**src/rtl/cils_regs.svh**
```systemverilog
`ifndef CILS_REGS_SVH
`define CILS_REGS_SVH
// current limits in mA
`define CILS_CUR_100MA 12'h064
`define CILS_CUR_500MA 12'h1F4
`define CILS_CUR_1500MA 12'h5DC
`define CILS_CUR_2A 12'h7D0
`define CILS_CUR_ZERO 12'h000
// thresholds in mV
`define CILS_VREG_4360MV 13'h1108
`define CILS_VREG_4680MV 13'h1248
`define CILS_VREG_NONE 13'h0000
// select pin codes {high,low}
`define CILS_SEL_500 2'h0
`define CILS_SEL_EXT 2'h1
`define CILS_SEL_100 2'h2
`define CILS_SEL_HIZ 2'h3
// port class codes
`define CILS_PORT_NONE 3'h0
`define CILS_PORT_DCP 3'h1
`define CILS_PORT_SDP 3'h2
`define CILS_PORT_CDP 3'h3
`define CILS_PORT_NONSTD 3'h4
// detection countdown loaded on entry, a timeout leaves the state after 17 cycles
`define CILS_DET_CYCLES 8'h10
`endif

```
**src/rtl/cils_pkg.sv**
```systemverilog
package cils_pkg;
  typedef enum logic [1:0] {
    CILS_DET_IDLE = 2'b00,
    CILS_DET_RUN = 2'b01,
    CILS_DET_DONE = 2'b10
  } cils_det_state_t;
  typedef enum logic [1:0] {
    CILS_PH_TRICKLE = 2'b00,
    CILS_PH_PRE = 2'b01,
    CILS_PH_CC = 2'b10,
    CILS_PH_CV = 2'b11
  } cils_phase_t;
endpackage

```
**src/rtl/cils_loop_select.sv**
```systemverilog
`timescale 1ns/1ps
// ************************************************************
// minimum duty loop picker
// ************************************************************
module cils_loop_select #(
  parameter int LOOPS = 7,
  parameter int DW = 8
) (
  input wire logic mclk,
  input wire logic rst,
  input wire logic [LOOPS*DW-1:0] loop_duty,
  output logic [2:0] active_loop,
  output logic [DW-1:0] active_duty
);
  typedef struct packed {
    logic [2:0] idx;
    logic [DW-1:0] duty;
  } cils_ls_t;
  cils_ls_t s_q, s_d;
  logic [DW-1:0] best [LOOPS];
  logic [2:0] bidx [LOOPS];

  // chain of compares, smallest duty wins, lower index on tie
  generate
    for (genvar i = 0; i < LOOPS; i++) begin : g_cmp
      if (i == 0) begin : g_first
        assign best[0] = loop_duty[DW-1:0];
        assign bidx[0] = 3'h0;
      end else begin : g_rest
        assign best[i] = (loop_duty[i*DW +: DW] < best[i-1]) ?
          loop_duty[i*DW +: DW] : best[i-1];
        assign bidx[i] = (loop_duty[i*DW +: DW] < best[i-1]) ?
          3'(i) : bidx[i-1];
      end
    end
  endgenerate

  // register the winner
  always_comb begin
    s_d.idx = bidx[LOOPS-1];
    s_d.duty = best[LOOPS-1];
  end

  always_ff @(posedge mclk or posedge rst) begin
    if (rst) begin
      s_q <= '0;
    end else begin
      s_q <= s_d;
    end
  end

  assign active_loop = s_q.idx;
  assign active_duty = s_q.duty;
endmodule

```
**src/rtl/cils_top.sv**
```systemverilog
// Functional notes
// host mode while accessed and watchdog alive
// host mode applies host written parameters
// standalone uses resistor strapped limits
// dedicated charge port uses resistor defaults
// smallest duty loop becomes active
// four phases, thermal cut of current
// select pins map to limit and threshold
// detection first, pins wait for change
// power good released after detection
// classify DCP SDP CDP, dead battery
// nonstandard adapter gives 500mA
// shorted pins give 2A and 4.68V
// shorted charge resistor faults, suspends
// floating limit pin with external gives zero
// auto detection only in standalone
// forced detection request in host mode
// capture pins at detection end
`timescale 1ns/1ps
`include "cils_regs.svh"
module cils_top #(
  parameter bit HAS_DETECT = 1'b1,
  parameter bit HAS_SEL_PINS = 1'b1
) (
  input wire logic mclk,
  input wire logic rst,
  input wire logic i2c_access,
  input wire logic watchdog_en,
  input wire logic watchdog_expired,
  input wire logic [11:0] host_input_limit,
  input wire logic [12:0] host_vreg_threshold,
  input wire logic [11:0] host_charge_current,
  input wire logic host_ext_charge_sel,
  input wire logic force_port_detection,
  input wire logic current_sel_low_pin,
  input wire logic current_sel_high_pin,
  input wire logic [11:0] input_limit_resistor_val,
  input wire logic input_limit_resistor_pin_short,
  input wire logic input_limit_resistor_pin_float,
  input wire logic [11:0] charge_current_resistor_val,
  input wire logic charge_current_resistor_pin_short,
  input wire logic [12:0] input_regulation_divider_val,
  input wire logic input_regulation_divider_pin_short,
  input wire logic vbus_present,
  input wire logic det_result_valid,
  input wire logic [2:0] det_result_class,
  input wire logic battery_good,
  input wire logic die_over_temp,
  input wire cils_pkg::cils_phase_t charge_phase,
  input wire logic [55:0] loop_duty,
  output logic host_mode,
  output logic detect_busy,
  output logic [2:0] port_class,
  output logic pin_control,
  output logic [11:0] input_limit,
  output logic input_hiz,
  output logic [12:0] input_voltage_regulation_threshold,
  output logic [11:0] charge_current,
  output logic charge_fault,
  output logic charge_suspend,
  output logic thermal_reduce,
  output logic power_good_output_oe,
  output logic [2:0] active_loop,
  output logic [7:0] active_duty
);
  import cils_pkg::*;

  typedef struct packed {
    logic host;
    cils_det_state_t det;
    logic [7:0] cnt;
    logic done;
    logic [2:0] cls;
    logic [1:0] sel_cap;
    logic pinctl;
    logic [11:0] in_lim;
    logic hiz;
    logic [12:0] vreg;
    logic [11:0] ichg;
    logic fault;
    logic susp;
    logic therm;
    logic pwr_ok_oe;
    logic busy;
  } cils_state_t;

  cils_state_t s_q, s_d;

  // ************************************************************
  // per-source settings
  // ************************************************************
  logic [1:0] sel_now;
  logic [11:0] ext_lim;
  logic [12:0] ext_vreg;
  logic [11:0] ext_ichg;
  logic [11:0] std_lim;
  logic std_hiz;
  logic [12:0] std_vreg;
  logic [11:0] pin_lim;
  logic pin_hiz;
  logic [12:0] pin_vreg;

  assign sel_now = {current_sel_high_pin, current_sel_low_pin};

  // strapped values with shorted pin defaults
  always_comb begin
    ext_lim = input_limit_resistor_pin_short ? `CILS_CUR_2A :
      input_limit_resistor_val;
    ext_vreg = input_regulation_divider_pin_short ? `CILS_VREG_4680MV :
      input_regulation_divider_val;
    ext_ichg = charge_current_resistor_val;
  end

  // select pin decode
  always_comb begin
    pin_hiz = 1'b0;
    pin_lim = `CILS_CUR_500MA;
    pin_vreg = `CILS_VREG_4360MV;
    unique case (sel_now)
      `CILS_SEL_500: begin
        pin_lim = `CILS_CUR_500MA;
        pin_vreg = `CILS_VREG_4360MV;
      end
      `CILS_SEL_EXT: begin
        pin_lim = ext_lim;
        pin_vreg = ext_vreg;
      end
      `CILS_SEL_100: begin
        pin_lim = `CILS_CUR_100MA;
        pin_vreg = `CILS_VREG_4360MV;
      end
      `CILS_SEL_HIZ: begin
        pin_lim = `CILS_CUR_ZERO;
        pin_vreg = `CILS_VREG_NONE;
        pin_hiz = 1'b1;
      end
    endcase
  end

  // standalone limit from detected port class
  always_comb begin
    std_hiz = 1'b0;
    std_lim = ext_lim;
    std_vreg = ext_vreg;
    case (s_q.cls)
      `CILS_PORT_DCP: std_lim = ext_lim;
      `CILS_PORT_CDP: std_lim = battery_good ? `CILS_CUR_1500MA :
        `CILS_CUR_100MA;
      `CILS_PORT_SDP: begin
        std_lim = battery_good ? `CILS_CUR_ZERO : `CILS_CUR_100MA;
        std_hiz = battery_good;
      end
      `CILS_PORT_NONSTD: std_lim = `CILS_CUR_500MA;
      default: std_lim = ext_lim;
    endcase
  end

  // ************************************************************
  // next state
  // ************************************************************
  always_comb begin
    s_d = s_q;
    // host mode tracking
    s_d.host = i2c_access && !(watchdog_en && watchdog_expired);
    // detection sequencer
    unique case (s_q.det)
      CILS_DET_IDLE: begin
        if (HAS_DETECT && ((vbus_present && !s_q.host && !s_q.done) ||
            (s_q.host && force_port_detection))) begin
          s_d.det = CILS_DET_RUN;
          s_d.cnt = `CILS_DET_CYCLES;
        end
      end
      CILS_DET_RUN: begin
        if (s_q.cnt != 8'h00) begin
          s_d.cnt = s_q.cnt - 8'h01;
        end
        if (det_result_valid || s_q.cnt == 8'h00) begin
          s_d.det = CILS_DET_DONE;
          s_d.cls = det_result_valid ? det_result_class :
            `CILS_PORT_SDP;
        end
      end
      CILS_DET_DONE: begin
        s_d.done = 1'b1;
        s_d.sel_cap = sel_now;
        s_d.det = CILS_DET_IDLE;
      end
      default: s_d.det = CILS_DET_IDLE;
    endcase
    // supply loss outside host mode clears done, a finishing detection still sets it
    if (!vbus_present && !s_q.host && s_q.det != CILS_DET_DONE) begin
      s_d.done = 1'b0;
    end
    // busy flag taken from the next detection state
    s_d.busy = (s_d.det != CILS_DET_IDLE);
    // with detection, pins take effect only after a post-detection change; without it, at once if HAS_SEL_PINS
    if (!HAS_DETECT) begin
      s_d.pinctl = HAS_SEL_PINS;
    end else if (HAS_SEL_PINS && s_q.done && s_q.det == CILS_DET_IDLE &&
        sel_now != s_q.sel_cap) begin
      s_d.pinctl = 1'b1;
    end
    // power good held off while any detection runs and until done
    s_d.pwr_ok_oe = (!HAS_DETECT || (s_q.done && !s_d.busy)) &&
      vbus_present;
    // limit selection
    if (s_q.host) begin
      s_d.in_lim = host_input_limit;
      s_d.vreg = host_vreg_threshold;
      s_d.hiz = 1'b0;
    end else if (s_q.pinctl) begin
      s_d.in_lim = pin_lim;
      s_d.vreg = pin_vreg;
      s_d.hiz = pin_hiz;
    end else begin
      s_d.in_lim = std_lim;
      s_d.vreg = std_vreg;
      s_d.hiz = std_hiz;
    end
    // charge current, faults and thermal fold back
    s_d.fault = charge_current_resistor_pin_short;
    s_d.susp = charge_current_resistor_pin_short || s_d.hiz;
    s_d.therm = die_over_temp;
    if (s_d.susp) begin
      s_d.ichg = `CILS_CUR_ZERO;
    end else if (s_q.host && host_ext_charge_sel &&
        input_limit_resistor_pin_float) begin
      s_d.ichg = `CILS_CUR_ZERO;
    end else begin
      s_d.ichg = (s_q.host && !host_ext_charge_sel) ?
        host_charge_current : ext_ichg;
      if (die_over_temp && charge_phase inside {CILS_PH_TRICKLE,
          CILS_PH_PRE, CILS_PH_CC, CILS_PH_CV}) begin
        s_d.ichg = {1'b0, s_d.ichg[11:1]};
      end
    end
  end

  // ************************************************************
  // state register
  // ************************************************************
  always_ff @(posedge mclk or posedge rst) begin
    if (rst) begin
      s_q <= '0;
    end else begin
      s_q <= s_d;
    end
  end

  // loop arbitration
  cils_loop_select #(.LOOPS(7), .DW(8)) u_loop (
    .mclk(mclk),
    .rst(rst),
    .loop_duty(loop_duty),
    .active_loop(active_loop),
    .active_duty(active_duty)
  );

  assign host_mode = s_q.host;
  assign detect_busy = s_q.busy;
  assign port_class = s_q.cls;
  assign pin_control = s_q.pinctl;
  assign input_limit = s_q.in_lim;
  assign input_hiz = s_q.hiz;
  assign input_voltage_regulation_threshold = s_q.vreg;
  assign charge_current = s_q.ichg;
  assign charge_fault = s_q.fault;
  assign charge_suspend = s_q.susp;
  assign thermal_reduce = s_q.therm;
  assign power_good_output_oe = s_q.pwr_ok_oe;
endmodule

```
**config.mk**
```make
export PLATFORM = sky130hd
export DESIGN_NAME = cils_top
export DESIGN_NICKNAME = d
export VERILOG_FILES = /design/src/rtl/cils_pkg.sv /design/src/rtl/cils_loop_select.sv /design/src/rtl/cils_top.sv
export VERILOG_INCLUDE_DIRS = /design/src /design/src/rtl
export SDC_FILE = /design/constraint.sdc
export NUM_CORES = 1
export LEC_CHECK = 0
export BUFFER_PORTS_ARGS = -buffer_cell sky130_fd_sc_hd__buf_2
export CAP_MARGIN = 20
export CORE_MARGIN = 5
export CORE_UTILIZATION = 50
export CTS_BUF_LIST = sky130_fd_sc_hd__clkbuf_4 sky130_fd_sc_hd__clkbuf_8
export DETAILED_ROUTE_END_ITERATION = 8
export PLACE_DENSITY = 0.82
export SYNTH_ARGS = -nofsm -noshare
export SYNTH_HDL_FRONTEND = slang
export SYNTH_SLANG_ARGS = --single-unit
```
**constraint.sdc**
```tcl
create_clock -name mclk -period 2.3 [get_ports mclk]
set_input_delay 0.115 -clock mclk [delete_from_list [all_inputs] [get_ports mclk]]
set_output_delay 0.115 -clock mclk [all_outputs]
set_load 0.1 [all_outputs]
```
==> summary.txt <==
Outcome
  – Status: finished with violations
  – Failing checks: negative setup slack

Placed design
  – Place WS: -8.27 ns
  – Post-Place Cells: 994
  – Routability cong.: 0.941
  – Post-DP HPWL: 14.0 mm
  – IO buf count: 208

Logic synthesis
  – Post-Syn Area: 5400 um^2
  – Ys Warns: 0
  – Top-count cell post-synth: dfrtp_1
  – Count of cell types in the netlist: 68
  – Area share of the largest cell type after synthesis: 0.334
  – Post-synth EDFFs: 0
  – Syn_area_per_cell: 9.05 um^2
  – Post-Synth Adder-Cell Area: 0.0871
  – Synth area leader: dfrtp_1
  – Post-synthesis compound-gate area fraction: 0.209
  – Syn nets: 785
  – Sequential-to-total area share from yosys stat: 0.334
  – Yosys reg bits: 72
  – Synth area leaders: dfrtp_1 33%, ha_1 8.3%, buf_4 5.7%
  – Ys flop type: dfrtp_1
  – Commonest cells in the netlist: 72 x dfrtp_1, 51 x inv_1, 47 x nor2_1
  – Mux cell area share after synthesis: 0.105
  – Gate Count Post-Synth: 597
  – Synth Area in Simple Gates: 0.143
  – Async set-reset flop share out of synthesis: 1.00
  – XOR/XNOR Fraction of Synth Area: 0.0146
  – Main combinational cell family by area after synthesis: compound AO/OA/AOI/OAI gates

GRT
  – Antenna violations before repair: 0
  – Largest net degree at the start of global routing: 33
  – GRT Residual Overflow: 0
  – First-pass GRT wire length: 31.1 mm
  – Vias in the first global route: 6461
  – Total GRT Usage: 0.298

Setup path
  – Slowest-stage cell, CP: or3b_4
  – Worst R2R End: input_limit[1]
  – R2R cell count: 7
  – Critical Path AT: 10.48 ns
  – Critical path type: primary input to register
  – Worst Path Required: 2.56 ns
  – Worst Path Max Fanout: 7
  – R2R Path Start: port_class[1]
  – CP endpoint kind: register
  – CP Launch Type: primary input
  – R2R setup slack: 0.14 ns
  – CP peak stage delay: 0.40 ns

Final layout
  – Share of layout cells above drive strength 1: 0.519
  – Antenna diodes: 0
  – Final Non-Filler Cells: 1079
  – Final net count: 1122
  – Number of fill cells: 575
  – Area grow syn2layout: 60.8%

STA
  – Final setup skew: 0.00999 ns
  – Setup TNS: -85.98 ns
  – Least-Margin Pin Slew: 0.620 ns
  – Rel. slew slack: 0.585
  – Fin. Hold Viols: 0
  – Final Max Tran Viols: 0
  – Final setup margin: -7.92 ns
  – Fmax achieved: 97.8 MHz
  – Tmin final: 10.22 ns
  – # setup viols final: 11
  – Final Cycle Share: 4.44
  – RSZ-0062 raised after global routing: true

Routing
  – DR pass1 iterations: 8
  – DRC viols: 0
  – Vias per cell: 5.81
  – Initial drt markers: 595
  – Vias: 6274
  – Avg WL per Cell: 20.1 um
  – Final ANT Viol Nets: 0
  – Final wirelength: 21.7 mm

Power
  – Pleak: 4.29 nW
  – Comb power frac: 0.663
  – Net Sw Frac: 0.478
  – Internal power: 0.00473 W
  – IR drop worst, VDD: 0.000864 V
  – Pwr per Cell Area: 1040 nW/um^2
  – Reg power frac: 0.192
  – Sw power: 0.00432 W
  – Clk pwr share: 0.145

Die
  – # IOs: 211
  – Core area: 10700 um^2
  – Die area: 13000 um^2
  – Die width: 114 um
  – Initial core utilization: 0.505
  – Rows: 38
  – Die extent in y: 114 um

Clock network
  – CTS tree: built
  – H-tree depth: 3
  – Clk pin slew, worst setup/hold paths: 0.08 ns
  – CTS sink count: 72
  – CTS Root Cell: clkbuf_8
  – Clock Path Buffers: 2
  – Clock Latency Late Sink: 0.35 ns
  – CTS buffer count: 9

Worst hold path
  – Hold crit path type: primary input to register
  – Min-delay src: host_vreg_threshold[6]
  – Hold Crit Depth: 3
  – Hold path endpoint: input_voltage_regulation_threshold[6]

Run
  – Total of max-cap violations: 0
-- layout make-up --
type | instances | area [um^2] | area share
clock buffers | 9 | 124 | 0.0143
clock inverters | 7 | 143 | 0.0164
inverters | 52 | 210 | 0.0242
well taps | 140 | 175 | 0.0202
flip-flops and latches | 72 | 1800 | 0.208
multi-input cells | 416 | 3700 | 0.426
repair buffers | 383 | 2530 | 0.292
-- per-stage QoR --
step	util	area, um^2	total power, W	hold WS, ns
after floorplan	-	5550	0.00511	0.146
after global placement	0.671	7180	0.00620	0.157
after detailed placement	0.671	7180	0.00637	0.164
after CTS	0.785	8400	0.00847	0.000456
after global routing	0.812	8690	0.00948	0.00735
final	0.812	8690	0.00906	0.00630
-- per-layer routing --
layer | wire length (um) | track usage | part of all wire
met2 | 11100 | 0.557 | 0.51
met4 | 1090 | 0.133 | 0.050
met3 | 1900 | 0.0520 | 0.088
met5 | 0 | 0 | 0
met1 | 7590 | 0.327 | 0.35
-- cell usage in the layout, fill, tap and decap left out, drive strengths merged, types with 17 or more instances in the layout --
| master | netlist | routed |
|---|---|---|
| buf | 43 | 351 |
| ha | 36 | 36 |
| a21o | 17 | 17 |
| o21ai | 39 | 39 |
| dfrtp | 72 | 72 |
| inv | 51 | 52 |
| nor2b | 17 | 17 |
| mux2i | 27 | 27 |
| nand2 | 45 | 46 |
| a21oi | 34 | 34 |
| dlygate4sd3 | 0 | 32 |
| nor2 | 47 | 47 |
-- worst max-delay path by stage --
stage / startpoint / endpoint / slack [ns] / cells after the start
finish: loop_duty[13] / u_loop.active_duty[5] / -7.92 / 57
global route: loop_duty[13] / u_loop.active_duty[5] / -8.26 / 57
CTS: loop_duty[6] / u_loop.active_loop[0] / -7.16 / 58
detailed placement: loop_duty[5] / u_loop.active_duty[5] / -8.27 / 58
global placement: loop_duty[5] / u_loop.active_loop[0] / -7.73 / 55
floorplan: loop_duty[13] / u_loop.active_loop[0] / -7.75 / 59
-- sequential cells by signal, summed over array words and instances (netlist names), 3 cells and up --
name	cells
charge_current	12
input_limit	12
input_voltage_regulation_threshold	13
port_class	3
s_q	13
u_loop.active_duty	8
u_loop.active_loop	3
-- what timing repair did --
item	4_1_cts	5_1_grt
setup buffers	26	8
endpoints found under the hold margin	43	1
gates resized for setup	76	40
cloned	3	0
endpoints found under the setup margin	11	12
hold buffers	31	1
pin swaps	31	22
-- worst max-delay path, delay by kind of cell --
family          cells  cell delay (ns)
compound gates     23             4.25
buf+inv             7             0.88
fa+ha+maj           6             1.61
simple gates       18             2.83
mux                 3             0.76
-- kinds of logic after synthesis --
kind of cell / count (synthesis)
AND/OR/NAND/NOR: 161
AO/OA/AOI/OAI: 162
flip-flops: 72
XOR/XNOR: 9
adder cells (fa/ha/maj): 38
buffers and inverters: 112
multiplexers: 43
-- power groups by stage --
stage	combinational, W	sequential (W)	clock, W
after floorplan	0.00258	0.00253	0
final	0.00600	0.00174	0.00131
after CTS	0.00541	0.00172	0.00133
after detailed placement	0.00462	0.00175	0
after global routing	0.00631	0.00178	0.00140
after global placement	0.00447	0.00173	0
No activity file was read; power rests on OpenSTA's default activity.
